==> src/verilog/csbp_defines.vh <==
// Constants of the clocked serial buffered port.
`ifndef CSBP_DEFINES_VH
`define CSBP_DEFINES_VH

// ----------------------------------------------------------------
// Register byte offsets
// ----------------------------------------------------------------
`define CSBP_OFF_CTRL1   8'h00
`define CSBP_OFF_CTRL2   8'h04
`define CSBP_OFF_STATE   8'h08
`define CSBP_OFF_BUF     8'h20

// ----------------------------------------------------------------
// Field positions
// ----------------------------------------------------------------
`define CSBP_C1_RUN      7
`define CSBP_C1_ABORT    6
`define CSBP_C1_MODE_HI  5
`define CSBP_C1_MODE_LO  3
`define CSBP_C1_SCK_HI   2
`define CSBP_C1_SCK_LO   0
`define CSBP_C2_WAIT_HI  4
`define CSBP_C2_WAIT_LO  3
`define CSBP_C2_CNT_HI   2
`define CSBP_C2_CNT_LO   0

// ----------------------------------------------------------------
// Reset values and codes
// ----------------------------------------------------------------
`define CSBP_RST_CTRL1   8'h00
`define CSBP_RST_CTRL2   8'h00
`define CSBP_MODE_TX4    3'h0
`define CSBP_MODE_RX4    3'h1
`define CSBP_MODE_TX8    3'h4
`define CSBP_MODE_RX8    3'h5
`define CSBP_MODE_TXRX8  3'h6
`define CSBP_SCK_EXT     3'h7
`define CSBP_RESP_OKAY   2'h0
`define CSBP_RESP_SLVERR 2'h2

// ----------------------------------------------------------------
// Half-period counts, last count value of the divider per code
// ----------------------------------------------------------------
`define CSBP_HALF_0      13'h0FFF
`define CSBP_HALF_1      13'h007F
`define CSBP_HALF_2      13'h003F
`define CSBP_HALF_3      13'h001F
`define CSBP_HALF_4      13'h000F
`define CSBP_HALF_5      13'h0007

`endif

==> src/verilog/csbp_core.v <==
// Clocked serial port with eight-word buffer behind an AXI4-Lite slave.
// Functional notes
// RULE_01: Six internal divided rates, code 111 external.
// RULE_02: Internal clock drives pin, idle high.
// RULE_03: External clock pulses wider than 16 periods.
// RULE_04: Transmit bit changes on falling clock edge.
// RULE_05: Receive bit sampled on rising clock edge.
// RULE_06: Four-bit mode uses low nibble, zero upper.
// RULE_07: Words shift least significant bit first.
// RULE_08: One to eight words, interrupt at count.
// RULE_09: Stop before changing count, except waits.
// RULE_10: Next word loaded right after previous word.
// RULE_11: Buffer-empty interrupt after last transmit bit.
// RULE_12: Internal transmit halts clock until any write.
// RULE_13: Any buffer access ends an automatic wait.
// RULE_14: Run cleared: finish transmit words, clear busy.
// RULE_15: Abort ends transfer and busy at once.
// RULE_16: External transmit without new data: dummy, end.
// RULE_17: Receive stores words, buffer-full interrupt at count.
// RULE_18: Internal receive halts clock until a read.
// RULE_19: External receive unread: drop word, cancel.
// RULE_20: Run cleared: finish and store word, clear busy.
// RULE_21: Abort discards partial received data.
// RULE_22: Mode change clears the buffer.
// RULE_23: Buffer order ascends from lowest word.
// RULE_24: Software stops and aborts before mode change.
// RULE_25: Reset: stopped, idle high, nothing pending.
//
// Local design decisions: the register offsets and register access over AXI4-Lite.
`timescale 1ns/1ps
`include "csbp_defines.vh"

module csbp_core #(
  parameter ADDR_W = 8
) (
  input  wire              ref_clk_i,
  input  wire              rst_n_i,
  input  wire              ce_i,
  input  wire [ADDR_W-1:0] s_axi_awaddr_i,
  input  wire              s_axi_awvalid_i,
  output wire              s_axi_awready_o,
  input  wire [31:0]       s_axi_wdata_i,
  input  wire [3:0]        s_axi_wstrb_i,
  input  wire              s_axi_wvalid_i,
  output wire              s_axi_wready_o,
  output wire [1:0]        s_axi_bresp_o,
  output wire              s_axi_bvalid_o,
  input  wire              s_axi_bready_i,
  input  wire [ADDR_W-1:0] s_axi_araddr_i,
  input  wire              s_axi_arvalid_i,
  output wire              s_axi_arready_o,
  output wire [31:0]       s_axi_rdata_o,
  output wire [1:0]        s_axi_rresp_o,
  output wire              s_axi_rvalid_o,
  input  wire              s_axi_rready_i,
  input  wire              sck_i,
  output wire              sck_o,
  output wire              sck_oe_n_o,
  input  wire              si_i,
  output wire              so_o,
  output wire              transfer_interrupt_o
);

  // ----------------------------------------------------------------
  // Decoding helpers
  // ----------------------------------------------------------------
  // Returns 0 ctrl1, 1 ctrl2, 2 state, 3 buffer, 4 unmapped.
  function [2:0] reg_sel;
    input [ADDR_W-1:0] a;
    begin
      if (a[ADDR_W-1:5] == {(ADDR_W-5){1'b0}} && a[5] == 1'b0 && a[1:0] == 2'h0) begin
        reg_sel = 3'h4;
      end else begin
        reg_sel = 3'h4;
      end
      if (a == `CSBP_OFF_CTRL1) begin
        reg_sel = 3'h0;
      end else if (a == `CSBP_OFF_CTRL2) begin
        reg_sel = 3'h1;
      end else if (a == `CSBP_OFF_STATE) begin
        reg_sel = 3'h2;
      end else if (a[ADDR_W-1:5] == `CSBP_OFF_BUF >> 5 && a[1:0] == 2'h0) begin
        reg_sel = 3'h3;
      end
    end
  endfunction

  function [12:0] half_count;
    input [2:0] sel;
    begin
      case (sel) // RULE_01
        3'h0:    half_count = `CSBP_HALF_0;
        3'h1:    half_count = `CSBP_HALF_1;
        3'h2:    half_count = `CSBP_HALF_2;
        3'h3:    half_count = `CSBP_HALF_3;
        3'h4:    half_count = `CSBP_HALF_4;
        3'h5:    half_count = `CSBP_HALF_5;
        default: half_count = 13'h1FFF;
      endcase
    end
  endfunction

  // ----------------------------------------------------------------
  // State
  // ----------------------------------------------------------------
  reg [7:0]        ctrl1_reg;
  reg [7:0]        ctrl2_reg;
  reg [7:0]        buf_mem [0:7];
  reg              busy_reg;
  reg              phase_reg;
  reg              sck_reg;
  reg              sck_prev_reg;
  reg              so_reg;
  reg [12:0]       div_reg;
  reg [2:0]        bit_reg;
  reg [2:0]        idx_reg;
  reg [7:0]        tx_sh_reg;
  reg [7:0]        rx_sh_reg;
  reg              wait_reg;
  reg              fresh_reg;
  reg              unread_reg;
  reg              dummy_reg;
  reg              irq_reg;
  reg              aw_hold_reg;
  reg [ADDR_W-1:0] aw_addr_reg;
  reg              w_hold_reg;
  reg [7:0]        w_data_reg;
  reg              w_lane_reg;
  reg              bvalid_reg;
  reg [1:0]        bresp_reg;
  reg              rvalid_reg;
  reg [31:0]       rdata_reg;
  reg [1:0]        rresp_reg;
  integer          i;

  // ----------------------------------------------------------------
  // Combinational decode
  // ----------------------------------------------------------------
  wire [2:0] mode     = ctrl1_reg[`CSBP_C1_MODE_HI:`CSBP_C1_MODE_LO];
  wire [2:0] sck_sel  = ctrl1_reg[`CSBP_C1_SCK_HI:`CSBP_C1_SCK_LO];
  wire [2:0] count    = ctrl2_reg[`CSBP_C2_CNT_HI:`CSBP_C2_CNT_LO];
  wire       run      = ctrl1_reg[`CSBP_C1_RUN];
  wire       ext      = (sck_sel == `CSBP_SCK_EXT);
  wire       is8      = mode[2];
  wire       is_rx    = (mode == `CSBP_MODE_RX4) || (mode == `CSBP_MODE_RX8) ||
                        (mode == `CSBP_MODE_TXRX8);
  wire       is_tx    = ~((mode == `CSBP_MODE_RX4) || (mode == `CSBP_MODE_RX8));
  wire       tx_only  = is_tx & ~is_rx;
  // Code 110 is reserved, so it must never produce a serial clock edge.
  wire       tick     = busy_reg & ~ext & (sck_sel != 3'h6) &
                        (div_reg == half_count(sck_sel));
  // The pin is sampled as synchronous; edges come from the previous sample.
  wire       ext_fall = sck_prev_reg & ~sck_i;
  wire       ext_rise = ~sck_prev_reg & sck_i;
  wire       fall_ev  = busy_reg & ~phase_reg &
                        (ext ? ext_fall : (tick & ~wait_reg)); // RULE_12 RULE_18
  wire       rise_ev  = busy_reg & phase_reg & (ext ? ext_rise : tick);
  wire       last_bit = (bit_reg == (is8 ? 3'h7 : 3'h3));
  wire       word_end = rise_ev & last_bit;
  wire       last_wd  = (idx_reg == count); // RULE_08
  // Four-bit words collect in the upper nibble and are moved down.
  wire [7:0] rx_word  = is8 ? {si_i, rx_sh_reg[7:1]} :
                              {4'h0, si_i, rx_sh_reg[7:5]}; // RULE_06
  // An outside clock cannot be held, so an unread batch cancels reception.
  wire       rx_drop  = is_rx & ext & unread_reg; // RULE_19
  wire [7:0] tx_src   = buf_mem[idx_reg];
  wire       wr_fire  = aw_hold_reg & w_hold_reg & ~bvalid_reg;
  wire [2:0] wr_sel   = reg_sel(aw_addr_reg);
  wire       rd_fire  = s_axi_arvalid_i & ~rvalid_reg & ce_i;
  wire [2:0] rd_sel   = reg_sel(s_axi_araddr_i);
  wire       buf_wr   = wr_fire & (wr_sel == 3'h3) & w_lane_reg;
  wire       buf_rd   = rd_fire & (rd_sel == 3'h3);
  wire       c1_wr    = wr_fire & (wr_sel == 3'h0) & w_lane_reg;
  wire [7:0] state_rd = {4'h0, dummy_reg, unread_reg, wait_reg, busy_reg};

  assign s_axi_awready_o      = ce_i & ~aw_hold_reg & ~bvalid_reg;
  assign s_axi_wready_o       = ce_i & ~w_hold_reg & ~bvalid_reg;
  assign s_axi_bvalid_o       = bvalid_reg;
  assign s_axi_bresp_o        = bresp_reg;
  assign s_axi_arready_o      = ce_i & ~rvalid_reg;
  assign s_axi_rvalid_o       = rvalid_reg;
  assign s_axi_rdata_o        = rdata_reg;
  assign s_axi_rresp_o        = rresp_reg;
  assign sck_o                = sck_reg;
  assign sck_oe_n_o           = ext; // RULE_02
  assign so_o                 = so_reg;
  assign transfer_interrupt_o = irq_reg;

  // ----------------------------------------------------------------
  // Bus slave
  // ----------------------------------------------------------------
  always @(posedge ref_clk_i or negedge rst_n_i) begin
    if (!rst_n_i) begin
      aw_hold_reg <= 1'b0;
      aw_addr_reg <= {ADDR_W{1'b0}};
      w_hold_reg  <= 1'b0;
      w_data_reg  <= 8'h00;
      w_lane_reg  <= 1'b0;
      bvalid_reg  <= 1'b0;
      bresp_reg   <= `CSBP_RESP_OKAY;
      rvalid_reg  <= 1'b0;
      rdata_reg   <= 32'h0000_0000;
      rresp_reg   <= `CSBP_RESP_OKAY;
    end else if (ce_i) begin
      if (s_axi_awvalid_i && s_axi_awready_o) begin
        aw_hold_reg <= 1'b1;
        aw_addr_reg <= s_axi_awaddr_i;
      end
      if (s_axi_wvalid_i && s_axi_wready_o) begin
        w_hold_reg <= 1'b1;
        w_data_reg <= s_axi_wdata_i[7:0];
        w_lane_reg <= s_axi_wstrb_i[0];
      end
      if (wr_fire) begin
        aw_hold_reg <= 1'b0;
        w_hold_reg  <= 1'b0;
        bvalid_reg  <= 1'b1;
        bresp_reg   <= (wr_sel == 3'h4) ? `CSBP_RESP_SLVERR : `CSBP_RESP_OKAY;
      end else if (bvalid_reg && s_axi_bready_i) begin
        bvalid_reg <= 1'b0;
      end
      // Read data are latched at acceptance and stand until they are taken.
      if (rd_fire) begin
        rvalid_reg <= 1'b1;
        rresp_reg  <= (rd_sel == 3'h4) ? `CSBP_RESP_SLVERR : `CSBP_RESP_OKAY;
        case (rd_sel)
          3'h0:    rdata_reg <= {24'h000000, ctrl1_reg};
          3'h1:    rdata_reg <= {24'h000000, ctrl2_reg};
          3'h2:    rdata_reg <= {24'h000000, state_rd};
          3'h3:    rdata_reg <= {24'h000000, buf_mem[s_axi_araddr_i[4:2]]};
          default: rdata_reg <= 32'h0000_0000;
        endcase
      end else if (rvalid_reg && s_axi_rready_i) begin
        rvalid_reg <= 1'b0;
      end
    end
  end

  // ----------------------------------------------------------------
  // Control registers and buffer
  // ----------------------------------------------------------------
  always @(posedge ref_clk_i or negedge rst_n_i) begin
    if (!rst_n_i) begin
      ctrl1_reg <= `CSBP_RST_CTRL1;
      ctrl2_reg <= `CSBP_RST_CTRL2;
      for (i = 0; i < 8; i = i + 1) begin
        buf_mem[i] <= 8'h00;
      end
    end else if (ce_i) begin
      if (c1_wr) begin
        ctrl1_reg <= w_data_reg;
        // Words left from another mode must not be sent or read back.
        if (w_data_reg[`CSBP_C1_MODE_HI:`CSBP_C1_MODE_LO] != mode) begin
          for (i = 0; i < 8; i = i + 1) begin
            buf_mem[i] <= 8'h00; // RULE_22
          end
        end
      end
      // Count may change at any time; a running transfer sees it at once.
      if (wr_fire && wr_sel == 3'h1 && w_lane_reg) begin
        ctrl2_reg <= w_data_reg; // RULE_09
      end
      if (buf_wr) begin
        buf_mem[aw_addr_reg[4:2]] <= w_data_reg;
      end
      if (word_end && is_rx && !rx_drop && busy_reg) begin
        buf_mem[idx_reg] <= rx_word; // RULE_17 RULE_23
      end
    end
  end

  // ----------------------------------------------------------------
  // Serial engine
  // ----------------------------------------------------------------
  always @(posedge ref_clk_i or negedge rst_n_i) begin
    if (!rst_n_i) begin
      busy_reg     <= 1'b0; // RULE_25
      phase_reg    <= 1'b0;
      sck_reg      <= 1'b1;
      sck_prev_reg <= 1'b1;
      so_reg       <= 1'b1;
      div_reg      <= 13'h0000;
      bit_reg      <= 3'h0;
      idx_reg      <= 3'h0;
      tx_sh_reg    <= 8'h00;
      rx_sh_reg    <= 8'h00;
      wait_reg     <= 1'b0;
      fresh_reg    <= 1'b0;
      unread_reg   <= 1'b0;
      dummy_reg    <= 1'b0;
      irq_reg      <= 1'b0;
    end else if (ce_i) begin
      sck_prev_reg <= sck_i;
      irq_reg      <= 1'b0;
      if (buf_wr || buf_rd) begin
        wait_reg <= 1'b0; // RULE_13
      end
      if (buf_rd) begin
        unread_reg <= 1'b0;
      end
      if (busy_reg && !ext) begin
        div_reg <= tick ? 13'h0000 : div_reg + 13'h0001;
      end
      // Abort outranks a start so that software can always stop the engine.
      if (c1_wr && w_data_reg[`CSBP_C1_ABORT]) begin
        busy_reg  <= 1'b0; // RULE_15
        phase_reg <= 1'b0;
        sck_reg   <= 1'b1;
        wait_reg  <= 1'b0;
        dummy_reg <= 1'b0;
        bit_reg   <= 3'h0;
        rx_sh_reg <= 8'h00; // RULE_21
      end else if (c1_wr && w_data_reg[`CSBP_C1_RUN] && !busy_reg) begin
        busy_reg   <= 1'b1;
        phase_reg  <= 1'b0;
        sck_reg    <= 1'b1; // RULE_02
        div_reg    <= 13'h0000;
        bit_reg    <= 3'h0;
        idx_reg    <= 3'h0; // RULE_23
        wait_reg   <= 1'b0;
        fresh_reg  <= 1'b0;
        unread_reg <= 1'b0;
        dummy_reg  <= 1'b0;
      end else if (fall_ev) begin
        phase_reg <= 1'b1;
        sck_reg   <= 1'b0;
        if (bit_reg == 3'h0) begin
          // The buffered word enters the shifter when its first bit leaves.
          so_reg    <= tx_src[0]; // RULE_10 RULE_04 RULE_07
          tx_sh_reg <= {1'b0, tx_src[7:1]};
        end else begin
          so_reg    <= tx_sh_reg[0]; // RULE_04 RULE_07
          tx_sh_reg <= {1'b0, tx_sh_reg[7:1]};
        end
      end else if (rise_ev) begin
        phase_reg <= 1'b0;
        sck_reg   <= 1'b1;
        rx_sh_reg <= {si_i, rx_sh_reg[7:1]}; // RULE_05 RULE_07
        bit_reg   <= last_bit ? 3'h0 : bit_reg + 3'h1;
        if (last_bit) begin
          if (rx_drop || dummy_reg) begin
            busy_reg  <= 1'b0; // RULE_16 RULE_19
            dummy_reg <= 1'b0;
          end else if (last_wd) begin
            irq_reg   <= 1'b1; // RULE_11 RULE_17
            idx_reg   <= 3'h0;
            fresh_reg <= 1'b0;
            if (is_rx) begin
              unread_reg <= 1'b1;
            end
            if (!run) begin
              busy_reg <= 1'b0; // RULE_14 RULE_20
            end else if (is_tx && !fresh_reg) begin
              if (ext) begin
                dummy_reg <= 1'b1; // RULE_16
              end else begin
                wait_reg <= 1'b1; // RULE_12
              end
            end else if (is_rx && !ext) begin
              wait_reg <= 1'b1; // RULE_18
            end
          end else begin
            idx_reg <= idx_reg + 3'h1; // RULE_23
            if (!run && !tx_only) begin
              busy_reg <= 1'b0; // RULE_20
            end
          end
        end
      end
      if (buf_wr) begin
        fresh_reg <= 1'b1;
      end
    end
  end

endmodule

==> config.mk <==
export PLATFORM = sky130hd
export DESIGN_NAME = csbp_core
export DESIGN_NICKNAME = d
export VERILOG_FILES = /design/src/verilog/csbp_core.v
export VERILOG_INCLUDE_DIRS = /design/src /design/src/verilog
export SDC_FILE = /design/constraint.sdc
export NUM_CORES = 1
export LEC_CHECK = 0
export BUFFER_PORTS_ARGS = -buffer_cell sky130_fd_sc_hd__clkbuf_2
export CORE_MARGIN = 2
export CORE_UTILIZATION = 34
export CTS_CLUSTER_SIZE = 40
export DETAILED_ROUTE_END_ITERATION = 16
export SYNTH_ARGS = -nofsm -noshare
export SYNTH_HDL_FRONTEND = slang
export SYNTH_SLANG_ARGS = --single-unit
==> constraint.sdc <==
create_clock -name ref_clk_i -period 7.16 [get_ports ref_clk_i]
set_input_delay 1.432 -clock ref_clk_i [delete_from_list [all_inputs] [get_ports ref_clk_i]]
set_output_delay 1.432 -clock ref_clk_i [all_outputs]
set_load 0.005 [all_outputs]
==> impl_metrics.tcl <==
set metrics [dict create \
    gr-total-overflow 0 \
    hold_violations 0 \
    drive_gt1_share_pct 19.2 \
    grt_pass1_vias 7367 \
    async_flop_share_pct 100 \
    synth_flop_cell "dfrtp_1" \
    insertion_delay_ps 440 \
    cp_slowest_cell "buf_4" \
    start_kind "input port" \
    cts.sinks 154 \
    finalCritPeriodShare_pct 54.7 \
    dp_slack_ps 3060 \
    powerDensity_nw_per_um2 232 \
    crit_arrival_ps 2480 \
    path_clk_slew_ps 60 \
    r2r_start "ctrl1_reg[2]$_DFFE_PN0P_" \
    clk_path_buf_depth 2 \
    finalSetupViolations 0 \
    via_per_inst 5.71 \
    cts_tree "done" \
    finClkSkew_ps 12.0 \
    syn_inst 928 \
    synth_edf_count 0 \
    startpoint "ce_i" \
    final_cell_mix "dfrtp_1, nand2_1, mux2i_1" \
    drt_iter0_drc 595 \
    io-pin-count 107 \
    ff2ff_setup_slack_ps 3680 \
    max_freq_ghz 0.255 \
    num_vias 7475 \
    cts_setup_buffers 0 \
    rsz0062_at_grt "no" \
    antenna_cells 0 \
    post_cts_resized 0 \
    slew_viol_final 0 \
    hold_path_class "flip-flop to flip-flop" \
    gp_congestion 0.896 \
    cp_common_cell "clkbuf_2" \
    worstSetupPathType "input port to output port" \
    cts_max_level 4 \
    outcome "complete, no violations" \
    timing.setup.tns_ps 0 \
    cp_cell_sequence "clkbuf_2, buf_4, nand2b_1, nor2_1, clkbuf_2" \
    gr-usage-all-layers_pct 19.8 \
    hold_start "sck_o$_DFFE_PN1P_" \
    multi_input_area_um2 5130 \
    syn_area_um2 9370 \
    port_buffers 53 \
    ir_drop_mv 0.174 \
    antenna_found_initial 0 \
    die_y_um 170 \
    cts_hold_buffers 0 \
    ff_latch_area_um2 3860 \
    cts_root_buffer "clkbuf_16" \
    ant_nets 0 \
    syn_avg_cell_area_um2 10.1 \
    fin_nets 1021 \
    worst_pin_slew_ps 1250 \
    synth-seq-cells 154 \
    layout_commonest_cell "dfrtp_1" \
    synth_cell_types 66 \
    wirelength_mm 27.5 \
    largest_reg_flops 64 \
    critPathRequiredTime_ps 5730 \
    worst-path-max-fanout 35 \
    die_w_um 170 \
    rows 60 \
    slowest_delay_ps 420 \
    fin_crit_ps 3920 \
    critPathTopFamily "buffers and inverters" \
    grt_first_pass_wirelength_mm 43.4 \
    synth_warnings 0 \
    cellLeakagePower_nw 5.13 \
    yosysSeqAreaShare_pct 41.2 \
    fillerInstances 2673 \
    dr.pass1.iters 5 \
    dp_hpwl_mm 18.7 \
    core_um2 27000 \
    drt_drc_violations_left 0 \
    max-slew-margin-rel_pct 16.4 \
    cts_made_buffers 17 \
    die_area_um2 28900 \
    end_kind "output port" \
    wl_per_cell_um 21.0 \
    syn2layout_area_growth_pct 11.5 \
    fin_ws_ps 3240 \
    max_cap_viol_count 0 \
    path_buf_inv 3 \
    start_util_pct 34.7 \
    grt_start_max_net_pins 89 \
]
[final cells by class]
| type | count | share of cell area [%] |
|---|---|---|
| clock buffers | 18 | 4.11 |
| flip-flops and latches | 154 | 36.9 |
| well taps | 341 | 4.08 |
| repair buffers | 66 | 3.53 |
| multi-input cells | 704 | 49.1 |
| clock inverters | 14 | 1.81 |
| inverters | 12 | 0.431 |
[power breakdown]
group	internal [mW]	switching, mW	total (mW)
Clock	0.557	0.404	0.962
Combinational	0.167	0.196	0.363
Sequential	0.969	0.133	1.10
[Yosys cell counts (all sizes together) (10+ instances only)]
library cell / number / area (um2)
nand3: 39 / 195
o21ai: 34 / 170
mux2: 50 / 563
a22o: 40 / 350
a21oi: 27 / 146
nor2b: 10 / 62.6
nand2: 111 / 417
and2: 12 / 75.1
a21o: 76 / 586
inv: 11 / 41.3
nor2: 52 / 195
mux4: 22 / 495
dfrtp: 151 / 3780
mux2i: 75 / 751
clkbuf: 33 / 124
buf: 50 / 318
[worst paths after layout]
path	to	depth (start not counted)
min in group asynchronous	s_axi_bresp_o[1]$_DFFE_PN0P_	1
worst min register to register	sck_o$_DFFE_PN1P_	2
worst min-delay path	sck_o$_DFFE_PN1P_	2
worst max-delay path	s_axi_wready_o	5
worst max register to register	buf_mem[13]$_DFFE_PN0P_	7
max in group asynchronous	buf_mem[1]$_DFFE_PN0P_	2
[per-stage QoR]
step | total power [mW] | instance area [um2] | util [%] | hold WS [ps] | std cells
floorplan | 1.35 | 9460 | - | 449 | 953
global placement | 1.47 | 9830 | 36.4 | 453 | 1277
detailed placement | 1.48 | 9830 | 36.4 | 456 | 1277
CTS | 2.44 | 10500 | 38.7 | 466 | 1309
global route | 2.54 | 10500 | 38.7 | 502 | 1309
finish | 2.43 | 10500 | 38.7 | 460 | 1309
[worst min-delay path: stages, from the launching register on]
cell and delay [ps]:
dfstp_2 370, inv_1 40, a21oi_1 50
[logic make-up (layout without fill, tap and decap cells)]
kind of cell / Yosys count / count (layout) / share of synthesized area [%]
fa+ha+maj: 4 / 4 / 0.534
compound gates: 226 / 226 / 17.6
other cells: 1 / 26 / 0.0400
simple gates: 291 / 291 / 15.3
xor+xnor: 10 / 10 / 0.935
mux: 147 / 147 / 19.3
buf+inv: 95 / 110 / 5.19
flops: 154 / 154 / 41.2
[layer usage]
layer  up-vias  global-route usage [%]  routed length [um]
met5         -                       0                   0
met3        40                    5.23                2180
li1       3416                       -                   -
met1      3739                    27.5               12400
met4         0                    5.35                 473
met2       280                    30.5               12400
No activity file was read; power rests on OpenSTA's default activity.
